<file path="src/rtl/acc_pkg.sv">
// Overview of operation
// enable on at once, off after running conversion
// software clears clock select when clearing enable
// shunt bit shorts the amplifier inputs
// gain field 00/01/10/11 gives 5/10/20/40
// software keeps input stable four sync periods
// link bit feeds comparator, clocked twice as fast
// clock select picks one of eight sync events
// amplified conversion starts only on sync event
// amplifier two has identical independent register
// one amplification per selected sync event
// registers read back written value, zero after reset
package acc_pkg;
  // register byte addresses on the bus
  localparam logic [3:0] ACC_OFS_AMP_ONE = 4'h0;
  localparam logic [3:0] ACC_OFS_AMP_TWO = 4'h4;
  localparam logic [7:0] ACC_CTRL_RESET = 8'h00;
  // field positions inside a control register
  localparam int ACC_BIT_EN = 7;
  localparam int ACC_BIT_SHORT = 6;
  localparam int ACC_BIT_GAIN_HI = 5;
  localparam int ACC_BIT_GAIN_LO = 4;
  localparam int ACC_BIT_LINK = 3;
  localparam int ACC_BIT_SEL_HI = 2;
  localparam int ACC_BIT_SEL_LO = 0;
  // sync event indices (clock select encoding)
  localparam int ACC_EV_ADC_DIV = 0;
  localparam int ACC_EV_T0_CMP = 1;
  localparam int ACC_EV_T0_OVF = 2;
  localparam int ACC_EV_T1_CMPB = 3;
  localparam int ACC_EV_T1_OVF = 4;
  localparam int ACC_EV_POWER_STAGE_SYNC_ZERO = 5;
  localparam int ACC_EV_POWER_STAGE_SYNC_ONE = 6;
  localparam int ACC_EV_POWER_STAGE_SYNC_TWO = 7;
  // last adc clock divider count; eight ticks per amplifier sync event
  localparam logic [2:0] ACC_ADC_DIV_LAST = 3'h7;
  // gain figures
  localparam logic [5:0] ACC_GAIN_5 = 6'h05;
  localparam logic [5:0] ACC_GAIN_10 = 6'h0A;
  localparam logic [5:0] ACC_GAIN_20 = 6'h14;
  localparam logic [5:0] ACC_GAIN_40 = 6'h28;
  // axi responses
  localparam logic [1:0] ACC_RESP_OKAY = 2'h0;
  localparam logic [1:0] ACC_RESP_SLVERR = 2'h2;

  // gain code to gain figure
  function automatic logic [5:0] acc_gain_of(input logic [1:0] code);
    case (code)
      2'h0: acc_gain_of = ACC_GAIN_5;
      2'h1: acc_gain_of = ACC_GAIN_10;
      2'h2: acc_gain_of = ACC_GAIN_20;
      default: acc_gain_of = ACC_GAIN_40;
    endcase
  endfunction
endpackage

</file>
<file path="src/rtl/acc_chan_if.sv">
`timescale 1ns/1ps
`default_nettype none
interface acc_chan_if;
  logic [7:0] cfg; // control register value
  logic [7:0] evt; // sync event pulses by select code
  logic conv_req; // conversion request from adc logic
  logic conv_busy; // conversion running
  logic amp_on; // effective amplifier enable
  logic in_short; // inputs shorted
  logic [1:0] gain_code; // gain field
  logic [5:0] gain_val; // gain figure
  logic cmp_link; // output routed to comparator
  logic amp_clk; // amplification pulse
  logic cmp_clk; // comparator clock pulse
  logic conv_go; // conversion start pulse
  modport ctl (output cfg, evt, conv_req, conv_busy,
    input amp_on, in_short, gain_code, gain_val, cmp_link, amp_clk, cmp_clk, conv_go);
  modport chn (input cfg, evt, conv_req, conv_busy,
    output amp_on, in_short, gain_code, gain_val, cmp_link, amp_clk, cmp_clk, conv_go);
endinterface
`default_nettype wire

</file>
<file path="src/rtl/acc_top.sv">
// Our own choices: the AXI4-Lite slave port and the register offsets.
`timescale 1ns/1ps
`default_nettype none
module acc_top
  import acc_pkg::*;
#(
  parameter int NCH = 2, // amplifier channels
  parameter int CNT_W = 8 // sync period counter width
)(
  input wire logic aclk, // system clock
  input wire logic aresetn, // sync reset, active low
  input wire logic ce, // clock enable, freezes all state
  input wire logic s_axi_awvalid, // write address valid
  output logic s_axi_awready, // write address ready
  input wire logic [3:0] s_axi_awaddr, // write address
  input wire logic s_axi_wvalid, // write data valid
  output logic s_axi_wready, // write data ready
  input wire logic [31:0] s_axi_wdata, // write data
  input wire logic [3:0] s_axi_wstrb, // byte enables
  output logic s_axi_bvalid, // write response valid
  input wire logic s_axi_bready, // write response ready
  output logic [1:0] s_axi_bresp, // write response
  input wire logic s_axi_arvalid, // read address valid
  output logic s_axi_arready, // read address ready
  input wire logic [3:0] s_axi_araddr, // read address
  output logic s_axi_rvalid, // read data valid
  input wire logic s_axi_rready, // read data ready
  output logic [31:0] s_axi_rdata, // read data
  output logic [1:0] s_axi_rresp, // read response
  input wire logic adc_clk_tick, // one pulse per adc clock
  input wire logic t0_cmp, // timer 0 compare pulse
  input wire logic t0_ovf, // timer 0 overflow pulse
  input wire logic t1_cmpb, // timer 1 compare b pulse
  input wire logic t1_ovf, // timer 1 overflow pulse
  input wire logic power_stage_sync_zero, // stage sync 0 pulse
  input wire logic power_stage_sync_one, // stage sync 1 pulse
  input wire logic power_stage_sync_two, // stage sync 2 pulse
  input wire logic [NCH-1:0] conv_req, // conversion request per channel
  input wire logic [NCH-1:0] conv_busy, // conversion running per channel
  output logic [NCH-1:0] amp_on, // amplifier effectively on
  output logic [NCH-1:0] in_short, // inputs shorted
  output logic [2*NCH-1:0] gain_code, // gain field per channel
  output logic [6*NCH-1:0] gain_val, // gain figure per channel
  output logic [NCH-1:0] cmp_link, // output fed to comparator
  output logic [NCH-1:0] amp_clk, // amplification pulse
  output logic [NCH-1:0] cmp_clk, // comparator clock pulse
  output logic [NCH-1:0] conv_go // conversion start pulse
);
  logic [7:0] ctrl_r [NCH]; // control registers
  logic [7:0] ctrl_nxt [NCH];
  logic [2:0] div_r, div_nxt; // adc clock divider
  logic div_ev_r, div_ev_nxt; // adc clock / 8 event
  logic [7:0] evt; // sync event vector
  // bus state
  logic aw_full_r, aw_full_nxt; // address latched
  logic w_full_r, w_full_nxt; // data latched
  logic [3:0] aw_addr_r, aw_addr_nxt;
  logic [7:0] w_data_r, w_data_nxt; // low byte is all we keep
  logic w_strb_r, w_strb_nxt;
  logic bvalid_r, bvalid_nxt;
  logic [1:0] bresp_r, bresp_nxt;
  logic rvalid_r, rvalid_nxt;
  logic [31:0] rdata_r, rdata_nxt;
  logic [1:0] rresp_r, rresp_nxt;
  logic awready_r, awready_nxt, wready_r, wready_nxt, arready_r, arready_nxt;
  logic do_wr; // both halves of a write present

  assign do_wr = aw_full_r & w_full_r & ~bvalid_r;
  assign evt = {power_stage_sync_two, power_stage_sync_one, power_stage_sync_zero,
    t1_ovf, t1_cmpb, t0_ovf, t0_cmp, div_ev_r};

  // adc clock divide by 8 and register file next state
  always_comb
  begin
    div_nxt = adc_clk_tick ? div_r + 3'h1 : div_r;
    div_ev_nxt = adc_clk_tick && div_r == ACC_ADC_DIV_LAST;
    for (int i = 0; i < NCH; i++)
    begin
      ctrl_nxt[i] = ctrl_r[i];
      // byte lane 0 holds the whole register
      if (do_wr && w_strb_r && aw_addr_r == 4'(i * 4))
        ctrl_nxt[i] = w_data_r;
    end
  end

  // bus next state; address and data taken in either order
  always_comb
  begin
    aw_full_nxt = aw_full_r;
    aw_addr_nxt = aw_addr_r;
    w_full_nxt = w_full_r;
    w_data_nxt = w_data_r;
    w_strb_nxt = w_strb_r;
    bvalid_nxt = bvalid_r;
    bresp_nxt = bresp_r;
    rvalid_nxt = rvalid_r;
    rdata_nxt = rdata_r;
    rresp_nxt = rresp_r;
    if (s_axi_awvalid && awready_r)
    begin
      aw_full_nxt = 1'b1;
      aw_addr_nxt = s_axi_awaddr;
    end
    if (s_axi_wvalid && wready_r)
    begin
      w_full_nxt = 1'b1;
      w_data_nxt = s_axi_wdata[7:0];
      w_strb_nxt = s_axi_wstrb[0];
    end
    if (do_wr)
    begin
      aw_full_nxt = 1'b0;
      w_full_nxt = 1'b0;
      bvalid_nxt = 1'b1;
      // unmapped address answers with an error and writes nothing
      bresp_nxt = (aw_addr_r == ACC_OFS_AMP_ONE || aw_addr_r == ACC_OFS_AMP_TWO) ?
        ACC_RESP_OKAY : ACC_RESP_SLVERR;
    end
    else if (bvalid_r && s_axi_bready)
      bvalid_nxt = 1'b0;
    if (s_axi_arvalid && arready_r)
    begin
      rvalid_nxt = 1'b1;
      rresp_nxt = ACC_RESP_OKAY;
      // upper bits read as zero
      if (s_axi_araddr == ACC_OFS_AMP_ONE)
        rdata_nxt = {24'h000000, ctrl_r[0]};
      else if (s_axi_araddr == ACC_OFS_AMP_TWO)
        rdata_nxt = {24'h000000, ctrl_r[1]};
      else
      begin
        rdata_nxt = 32'h00000000;
        rresp_nxt = ACC_RESP_SLVERR;
      end
    end
    else if (rvalid_r && s_axi_rready)
      rvalid_nxt = 1'b0;
    // ready only while the slot is empty, dropped the cycle it fills
    awready_nxt = ~aw_full_nxt;
    wready_nxt = ~w_full_nxt;
    arready_nxt = ~rvalid_nxt;
  end

  // registers
  always_ff @(posedge aclk)
  begin
    if (!aresetn)
    begin
      for (int i = 0; i < NCH; i++)
        ctrl_r[i] <= ACC_CTRL_RESET;
      div_r <= 3'h0;
      div_ev_r <= 1'b0;
      aw_full_r <= 1'b0;
      aw_addr_r <= 4'h0;
      w_full_r <= 1'b0;
      w_data_r <= 8'h00;
      w_strb_r <= 1'b0;
      bvalid_r <= 1'b0;
      bresp_r <= ACC_RESP_OKAY;
      rvalid_r <= 1'b0;
      rdata_r <= 32'h00000000;
      rresp_r <= ACC_RESP_OKAY;
      awready_r <= 1'b0;
      wready_r <= 1'b0;
      arready_r <= 1'b0;
    end
    else if (ce)
    begin
      ctrl_r <= ctrl_nxt;
      div_r <= div_nxt;
      div_ev_r <= div_ev_nxt;
      aw_full_r <= aw_full_nxt;
      aw_addr_r <= aw_addr_nxt;
      w_full_r <= w_full_nxt;
      w_data_r <= w_data_nxt;
      w_strb_r <= w_strb_nxt;
      bvalid_r <= bvalid_nxt;
      bresp_r <= bresp_nxt;
      rvalid_r <= rvalid_nxt;
      rdata_r <= rdata_nxt;
      rresp_r <= rresp_nxt;
      awready_r <= awready_nxt;
      wready_r <= wready_nxt;
      arready_r <= arready_nxt;
    end
  end

  assign s_axi_awready = awready_r;
  assign s_axi_wready = wready_r;
  assign s_axi_bvalid = bvalid_r;
  assign s_axi_bresp = bresp_r;
  assign s_axi_arready = arready_r;
  assign s_axi_rvalid = rvalid_r;
  assign s_axi_rdata = rdata_r;
  assign s_axi_rresp = rresp_r;

  // one identical, independent channel per control register
  for (genvar g = 0; g < NCH; g++)
  begin : gen_ch
    acc_chan_if chi ();
    assign chi.cfg = ctrl_r[g];
    assign chi.evt = evt;
    assign chi.conv_req = conv_req[g];
    assign chi.conv_busy = conv_busy[g];
    acc_chan #(.CNT_W(CNT_W)) u_ch (
      .aclk(aclk),
      .aresetn(aresetn),
      .ce(ce),
      .ch(chi)
    );
    assign amp_on[g] = chi.amp_on;
    assign in_short[g] = chi.in_short;
    assign gain_code[2*g +: 2] = chi.gain_code;
    assign gain_val[6*g +: 6] = chi.gain_val;
    assign cmp_link[g] = chi.cmp_link;
    assign amp_clk[g] = chi.amp_clk;
    assign cmp_clk[g] = chi.cmp_clk;
    assign conv_go[g] = chi.conv_go;
  end

  chk_reg_write: assert property (@(posedge aclk) disable iff (!aresetn)
    ce && do_wr && w_strb_r && aw_addr_r == ACC_OFS_AMP_TWO |=> ctrl_r[1] == $past(w_data_r))
    else $error("register write lost");
  chk_reset_zero: assert property (@(posedge aclk)
    $past(!aresetn) |-> ctrl_r[0] == ACC_CTRL_RESET && ctrl_r[1] == ACC_CTRL_RESET)
    else $error("register not zero after reset");
  chk_div_eight: assert property (@(posedge aclk) disable iff (!aresetn)
    div_ev_r && $past(ce) |-> $past(div_r) == ACC_ADC_DIV_LAST) else $error("adc divide wrong");
endmodule
`default_nettype wire

</file>
<file path="src/rtl/acc_chan.sv">
`timescale 1ns/1ps
`default_nettype none
module acc_chan
  import acc_pkg::*;
#(
  parameter int CNT_W = 8 // width of the sync period counter
)(
  input wire logic aclk, // system clock
  input wire logic aresetn, // sync reset, active low
  input wire logic ce, // clock enable
  acc_chan_if.chn ch // channel signals
);
  logic ev_sel; // selected sync event this cycle
  logic en_r, en_nxt; // effective enable
  logic pend_r, pend_nxt; // conversion request waiting for event
  logic [CNT_W-1:0] cnt_r, cnt_nxt; // cycles since last event
  logic [CNT_W-1:0] half_r, half_nxt; // half of last sync period
  logic short_r, link_r, amp_clk_r, cmp_clk_r, go_r; // output flops
  logic [1:0] gain_r; // gain code flop
  logic [5:0] gval_r; // gain figure flop

  // event chosen by the clock select field
  assign ev_sel = ch.evt[ch.cfg[ACC_BIT_SEL_HI:ACC_BIT_SEL_LO]];

  // next state
  always_comb
  begin
    // turning off waits for the running conversion
    en_nxt = ch.cfg[ACC_BIT_EN] | (en_r & ch.conv_busy);
    // a request is held until a sync event lets it go
    pend_nxt = (pend_r | ch.conv_req) & en_r & ~(ev_sel & ~ch.conv_busy);
    // period measurement; saturates so a slow source cannot wrap
    if (ev_sel)
    begin
      cnt_nxt = '0;
      half_nxt = cnt_r >> 1;
    end
    else
    begin
      cnt_nxt = (&cnt_r) ? cnt_r : cnt_r + 1'b1;
      half_nxt = half_r;
    end
  end

  // registers
  always_ff @(posedge aclk)
  begin
    if (!aresetn)
    begin
      en_r <= 1'b0;
      pend_r <= 1'b0;
      cnt_r <= '0;
      half_r <= '0;
      short_r <= 1'b0;
      link_r <= 1'b0;
      gain_r <= 2'h0;
      gval_r <= ACC_GAIN_5;
      amp_clk_r <= 1'b0;
      cmp_clk_r <= 1'b0;
      go_r <= 1'b0;
    end
    else if (ce)
    begin
      en_r <= en_nxt;
      pend_r <= pend_nxt;
      cnt_r <= cnt_nxt;
      half_r <= half_nxt;
      short_r <= ch.cfg[ACC_BIT_SHORT];
      link_r <= ch.cfg[ACC_BIT_LINK];
      gain_r <= ch.cfg[ACC_BIT_GAIN_HI:ACC_BIT_GAIN_LO];
      gval_r <= acc_gain_of(ch.cfg[ACC_BIT_GAIN_HI:ACC_BIT_GAIN_LO]);
      amp_clk_r <= en_r & ev_sel;
      // comparator gets a second pulse halfway through the period
      cmp_clk_r <= en_r & ch.cfg[ACC_BIT_LINK] &
        (ev_sel | (half_r != '0 && cnt_r == half_r));
      go_r <= (pend_r | ch.conv_req) & en_r & ev_sel & ~ch.conv_busy;
    end
  end

  assign ch.amp_on = en_r;
  assign ch.in_short = short_r;
  assign ch.gain_code = gain_r;
  assign ch.gain_val = gval_r;
  assign ch.cmp_link = link_r;
  assign ch.amp_clk = amp_clk_r;
  assign ch.cmp_clk = cmp_clk_r;
  assign ch.conv_go = go_r;

  chk_off_waits: assert property (@(posedge aclk) disable iff (!aresetn)
    ce && en_r && ch.conv_busy |=> en_r) else $error("amplifier dropped during conversion");
  chk_off_idle: assert property (@(posedge aclk) disable iff (!aresetn)
    ce && !ch.cfg[ACC_BIT_EN] && !ch.conv_busy |=> !en_r) else $error("amplifier stayed on");
  chk_gain_map: assert property (@(posedge aclk) disable iff (!aresetn)
    ce |=> gval_r == acc_gain_of($past(ch.cfg[5:4]))) else $error("gain figure wrong");
  chk_short_follow: assert property (@(posedge aclk) disable iff (!aresetn)
    ce |=> short_r == $past(ch.cfg[6])) else $error("shunt not applied");
  chk_go_event: assert property (@(posedge aclk) disable iff (!aresetn)
    go_r && $past(ce) |-> $past(ev_sel) && $past(en_r)) else $error("start without sync event");
  chk_amp_pulse: assert property (@(posedge aclk) disable iff (!aresetn)
    ce && en_r && ev_sel |=> amp_clk_r) else $error("sync event missed");
  chk_cmp_gated: assert property (@(posedge aclk) disable iff (!aresetn)
    cmp_clk_r && $past(ce) |-> $past(ch.cfg[3])) else $error("comparator clocked unlinked");
endmodule
`default_nettype wire

</file>
<file path="config.mk">
export PLATFORM = sky130hd
export DESIGN_NAME = acc_top
export DESIGN_NICKNAME = d
export VERILOG_FILES = /design/src/rtl/acc_pkg.sv /design/src/rtl/acc_chan_if.sv /design/src/rtl/acc_top.sv /design/src/rtl/acc_chan.sv
export SDC_FILE = /design/constraint.sdc
export NUM_CORES = 1
export LEC_CHECK = 0
export BUFFER_PORTS_ARGS = -buffer_cell sky130_fd_sc_hd__buf_2
export CAP_MARGIN = 5
export CELL_PAD_IN_SITES_DETAIL_PLACEMENT = 1
export CELL_PAD_IN_SITES_GLOBAL_PLACEMENT = 1
export CORE_UTILIZATION = 35
export DETAILED_ROUTE_END_ITERATION = 8
export PLACE_DENSITY = 0.81
export SKIP_LAST_GASP = 1
export SYNTH_ARGS = -nofsm -noshare
export SYNTH_HDL_FRONTEND = slang
export SYNTH_SLANG_ARGS = --single-unit
</file>
<file path="constraint.sdc">
create_clock -name aclk -period 1.7 [get_ports aclk]
set_input_delay 0.255 -clock aclk [delete_from_list [all_inputs] [get_ports aclk]]
set_output_delay 0.255 -clock aclk [all_outputs]
set_load 0.01 [all_outputs]
</file>
## Word-level counts from Yosys, hierarchy flattened

Index checks and enable logic that the tools add are counted.
W data, S select, Z words.

| storage, ports and cells | value |
|---|---|
| output and inout port bits | 69 |
| register bits | 136 |
| word-level logic and storage cells | 145 |
| input port bits | 64 |

| cells by class | value |
|---|---|
| bitwise logic cells | 34 |
| equal/unequal tests | 11 |
| add/sub/neg operators | 3 |
| reduce and logical (&&, ||, !) cells | 33 |
| multiplexer cells | 23 |
| magnitude comparators | 2 |

Operator list:

| kind | number |
|---|---|
| $mux W8 | 6 |
| $pmux W6 S3 | 2 |
| $reduce_and A2 Y1 | 12 |
| $and A1 B1 Y1 | 20 |
| $add A8 B1 Y8 const B | 2 |
| $eq A8 B7 Y1 | 2 |
| $reduce_and A8 Y1 | 2 |
| $reduce_bool A8 Y1 | 2 |
| $logic_and A1 B1 Y1 | 11 |
| $mux W1 | 10 |
| $eq A4 B3 Y1 const B | 2 |
| $logic_not A4 Y1 | 2 |
| $lt A3 B4 Y1 const B | 2 |
| $not A1 Y1 | 8 |
| $bmux W1 S3 | 2 |
| $mux W2 | 3 |
| $or A1 B1 Y1 | 6 |
| $eq A2 B1 Y1 const B | 2 |
| $eq A2 B2 Y1 const B | 2 |
| $logic_not A2 Y1 | 2 |
| $ne A2 B1 Y1 const B | 2 |
| $add A3 B1 Y3 const B | 1 |
| $eq A3 B3 Y1 const B | 1 |
| $reduce_bool A2 Y1 | 1 |
| $logic_or A1 B1 Y1 | 1 |

## Longest topological paths before layout

| depth | value |
|---|---|
| word-level depth | 5 |
| gate-level depth with buffers | 7 |
| gate-level depth less buffers | 5 |

## Hierarchy

A second synthesis with hierarchy kept.

| unflattened totals | value |
|---|---|
| cell total of the unflattened synthesis | 595 |
| area total of the unflattened synthesis | 5260.0 um^2 |

By module, submodules not included:

| module | instances | cells an instance | sequential area each (um^2) | area an instance (um^2) |
|---|---|---|---|---|
| acc_chan | 2 | 170 | 600.6 | 1477.7 |
| acc_top | 1 | 255 | 1001.0 | 2304.7 |

## Worst setup path before layout

OpenSTA, ideal clock, no wires.

| timing path | value |
|---|---|
| path kind | register -> register |
| from | reg gen_ch[1].u_ch.cnt_r[0] |
| to | reg gen_ch[1].u_ch.cnt_r[5] |
| data required time | 1.614 ns |
| clock period less this slack | 1.634 ns |
| buffers on the path | 1 |
| stages on the path, launching flop included | 7 |
| data arrival time | 1.549 ns |
| setup slack | 0.066 ns |
| setup time | 0.086 ns |
| cells stage by stage | dfxtp_1 > ha_1 > and3_1 > buf_2 > and3_4 > or3_1 > a211oi_1 |

| on the way | value |
|---|---|
| cells in the longest elaborated chain, start to end | 3 |
| elaborated cells between the ends (all ways) | 6 |
| those cells by class | add/sub (1); eq/ne (1); mux (2); reduce/logical (2) |

Ends and longest elaborated chain:

| element | RTL line | RTL |
|---|---|---|
| from (decl) | acc_chan.sv:16 | `logic [CNT_W-1:0] cnt_r, cnt_nxt;` |
| from (signal assigned) | acc_chan.sv:66 | `cnt_r <= cnt_nxt;` |
| $add A8 B1 Y8 or $reduce_and A8 Y1 (tied branches) | acc_chan.sv:40 | `cnt_nxt = (&cnt_r) ? cnt_r : cnt_r + 1'b1;` |
| $mux W8 or $ne A2 B1 Y1 (tied branches) | n/a |  |
| $mux W8 or $reduce_and A2 Y1 (tied branches) | n/a |  |

Parallel ways exist; a longest one is shown, timed or not. The select of a mux whose other input is x is not followed.
A chain may end at the register's enable or synchronous reset.

## Worst setup path after layout

| timing path | value |
|---|---|
| from | reg ctrl_r, in the netlist gen_ch[1].chi.cfg[0] |
| to | reg gen_ch[1].u_ch.cnt_r[3] |

| on the way | value |
|---|---|
| cells in the longest elaborated chain, start to end | 4 |
| elaborated cells between the ends (all ways) | 5 |
| those cells by class | eq/ne (1); mux (3); reduce/logical (1) |

Ends and longest elaborated chain:

| element | RTL line | RTL |
|---|---|---|
| from (decl) | acc_top.sv:49 | `logic [7:0] ctrl_r [NCH];` |
| from (signal assigned) | acc_top.sv:169 | `ctrl_r <= ctrl_nxt;` |
| $bmux W1 S3 (*) | acc_chan.sv:23 | `assign ev_sel = ch.evt[ch.cfg[ACC_BIT_SEL_HI:ACC_BIT_SEL_LO]];` |
| $mux W1 (not written as such) (*) | acc_chan.sv:23 |  |
| $ne A2 B1 Y1 (no source line) | n/a |  |
| $reduce_and A2 Y1 (no source line) | n/a |  |

Every way passes the cells marked *; elsewhere a longest branch is shown, timed or not. The select of a mux whose other input is x is not followed.

==> results.md <==
- Total Power: 0.00494 W
- Post-synthesis mux area share: a little under an eighth
- Total Wirelength: ~13 mm
- Vias in the first global route: approximately 4500
- TritonCTS clock tree: built
- Max_slew headroom: 66.0%
- Min Tclk post-route: ~1600 ps
- Core footprint: roughly 14000 sq um
- First drt pass iteration count: 4
- RSZ-0062 raised after global routing: false
- Critical Path RT: 1950 ps
- H-tree levels: 3
- PwrDens: 839 nW/um^2
- Least-Margin Pin Slew: between 500 and 600 ps
- Setup Buffers After CTS: 0
- Setup Skew: between 4 and 5 ps
- Crit-path max FO: 14
- Total grt overflow: 0
- Worst Path Arrival: around 1900 ps
- Syn Inst Count: roughly 590
- CP max-delay cell: dfxtp_2
- Status: completed
- # IOs: 133
- CTS clk-pin slew, worst paths: about 70 ps
- Critical-path cell list: mux2i_1 > a22o_1 > nor3_4 > buf_12 > nor4_1
- Worst hold path type: input port to flop
- Inserted Clock Buffers: 9
- DR DRC count: 0
- Syn_area_per_cell: around 8.8 sq um
- Layout area overhead: 14.7%
- Post-synthesis xor/xnor area fraction: around 2.7%
- Fmax: about 620 MHz
- Starting Density: a little over a third
- Met3 routed wirelength: between 400 and 500 microns
- Final Hold Fails: 0
- WS Path Type: flop to flop
- Top post-synthesis cells by area: dfxtp_1 (43%), mux2i_1 (9.7%), buf_4 (6.1%)
- Most frequent cells in the layout: dfxtp_1 (107), nand2_1 (84), buf_2 (79), nor2_1 (60), mux2i_1 (50)
- DR vias: about 4300
- Yosys top cell by area: dfxtp_1
- Adder-cell share of the synthesized area: less than 1%
- Post-route antenna net violation count: 0
- Number of inserted diodes: 0
- Worst reg-to-reg path cell count: 5
- Yosys cell types: 57
- First-pass GRT wire length: 21.9 mm
- Reg2reg end: gen_ch[1].u_ch.cnt_r[3]
- DIE HEIGHT: around 120 microns
- Period utilization: between 90% and 100%
- Critical Path Source: gen_ch[1].chi.cfg[0]
- Post-DP HPWL: 9.87 mm
- Met2 Routed Length: between 6 and 7 mm
- Synth Register Bits: 110
- Top FF cell, synth: dfxtp_1
- Max-Cap Viols: 0
- Max incr delay on CP: ~420 ps
- EDFF count, synth: 0
- Sequential element share of the synthesized area: between 40 and 50%
- Layout Nets: between 700 and 800
- Clock latency on the worst-skew pair: 350 ps
- DRT iter0 DRCs: between 100 and 150
- Initial antenna violation count: 0
- Yosys top cell area share: 42.9%
- DIE AREA: ~15000 sq um
- Row cnt: 43
- Hold buffers post-CTS: 0
- Die width: about 120 microns
- Ys async rst share: 0%
- Reg-to-Reg Start: gen_ch[1].chi.cfg[0]
- Layout cells sized above 1: between 20% and 30%
- Max VDD drop: about 0.00038 V
- Worst setup SP type: flop
- Port bufs: 79
- Gpl congestion: 0.789
- Clock Tree Root: clkbuf_16
- R2r setup slk: around 84 ps
- Commonest non-fill, non-tap cell in the layout: dfxtp_1
- Synthesized cell area: 5130 sq um
- Routed WL per cell: 16.0 microns
- Largest family of logic cells by synthesized area: simple AND/OR/NAND/NOR gates
- Setup Viol. Count Final: 0
- Setup TNS: 0 ps
- Clk buf depth: 2
- Total track usage: between 15 and 20%
- Wl on met1: 5.91 mm
- Leak: 2.54 nW
- Synth warnings: 0
- Clock sink total: 110
- Nature of the critical path endpoint: flop
- Largest net degree at the start of global routing: 58
- Highest layer used for signal routing: met4
- Crit path to: gen_ch[1].u_ch.cnt_r[3]
- Final Max Slew Viols: 0
- Simple-gate share of the synthesized area: roughly a fifth
- Synth Area in Compound Gates: roughly an eighth
- Routed vias/inst: 5.11
-- synth_stat cells, types with 2 or more instances --
library cell	n
dfxtp_1	110
nand2_1	84
nor2_1	60
mux2i_1	50
a21oi_1	45
buf_4	42
clkbuf_1	16
nand3_1	15
xor2_1	13
a22oi_1	12
o21ai_0	12
nor3_1	11
nand4_1	10
buf_2	9
mux2_2	8
and3_1	6
inv_1	6
nor4_1	6
a211oi_1	5
nor2b_1	5
buf_6	4
ha_1	4
o211ai_1	4
nand2b_1	3
xnor2_1	3
a2111oi_0	2
a22o_1	2
a22oi_2	2
a31o_2	2
and2_1	2
and2b_1	2
nand3b_1	2
o2111ai_1	2
o21a_1	2
o32ai_1	2
-- where the power goes --
group	switching [W]	internal, W
sequential	0.0000262	0.00260
clock	0.000986	0.00100
combinational	0.000210	0.000113
-- per-stage QoR --
step	hold slack (ps)	worst slack, ps	utilization, %	instances	area [sq um]
detailed placement	456	-161	39.5	818	5570
CTS	128	51.5	41.5	833	5860
global placement	450	88.4	39.5	818	5570
global route	147	40.6	41.8	833	5890
floorplan	391	65.7	-	610	5230
finish	138	84.3	41.8	833	5890
-- worst min path at each step --
stage | start | endpoint | slack (ps) | cells after the start
2_1_floorplan | s_axi_wdata[0] | w_data_r[0] | 390 | 2
3_3_place_gp | gen_ch[0].u_ch.pend_r | gen_ch[0].u_ch.pend_r | 450 | 2
3_5_place_dp | gen_ch[1].u_ch.ch.gain_code[0] | gen_ch[1].u_ch.ch.gain_code[0] | 460 | 2
4_1_cts | s_axi_wdata[6] | w_data_r[6] | 130 | 3
5_1_grt | s_axi_wdata[6] | w_data_r[6] | 150 | 3
6_report | s_axi_awaddr[2] | aw_addr_r[2] | 140 | 3
-- registers in the layout, indices dropped and copies added, names as in the netlist, 2 cells and up --
register and cells:
aw_addr_r 4, div_r 3, gen_ch.chi.cfg 16, gen_ch.u_ch.ch.amp_clk 2
gen_ch.u_ch.ch.amp_on 2, gen_ch.u_ch.ch.cmp_clk 2, gen_ch.u_ch.ch.cmp_link 2, gen_ch.u_ch.ch.conv_go 2
gen_ch.u_ch.ch.gain_code 4, gen_ch.u_ch.ch.gain_val 12, gen_ch.u_ch.ch.in_short 2, gen_ch.u_ch.cnt_r 16
gen_ch.u_ch.half_r 14, gen_ch.u_ch.pend_r 2, s_axi_rdata 8, w_data_r 8
-- cell families after synthesis --
family / Yosys count
DFF: 110
AOI/OAI and AO/OA: 99
muxes: 58
xor gates and xnor gates: 16
buffers and inverters: 79
other: 1
adders and majority gates: 4
and+or+nand+nor: 218
-- routing by layer --
layer  GRT usage [%]  up-vias
li1                -     2090
met1            22.6     2071
met2            32.6       78
met3            2.35       21
met4            7.68        0
met5               0        -
-- critical path, delay by kind of cell (launching register included) --
kind	cells	cell delay [ps]
buf+inv	1	170
compound gates	1	290
mux	1	270
simple gates	2	350
flops	1	420
-- cell type report --
class	count	area, sq um
timing repair buffer	100	591
clock inverter	6	47.5
tap	180	225
multi-input combinational	421	2570
clock buffer	9	225
fill	1724	8210
sequential	110	2210
inverter	7	26.3
-- what timing repair did --
| action | in CTS | in global routing |
|---|---|---|
| endpoints found under the setup margin | 3 | 8 |
| pin swaps | 0 | 1 |
| gates resized for setup | 4 | 8 |
Power figures use the tool's default switching activity.
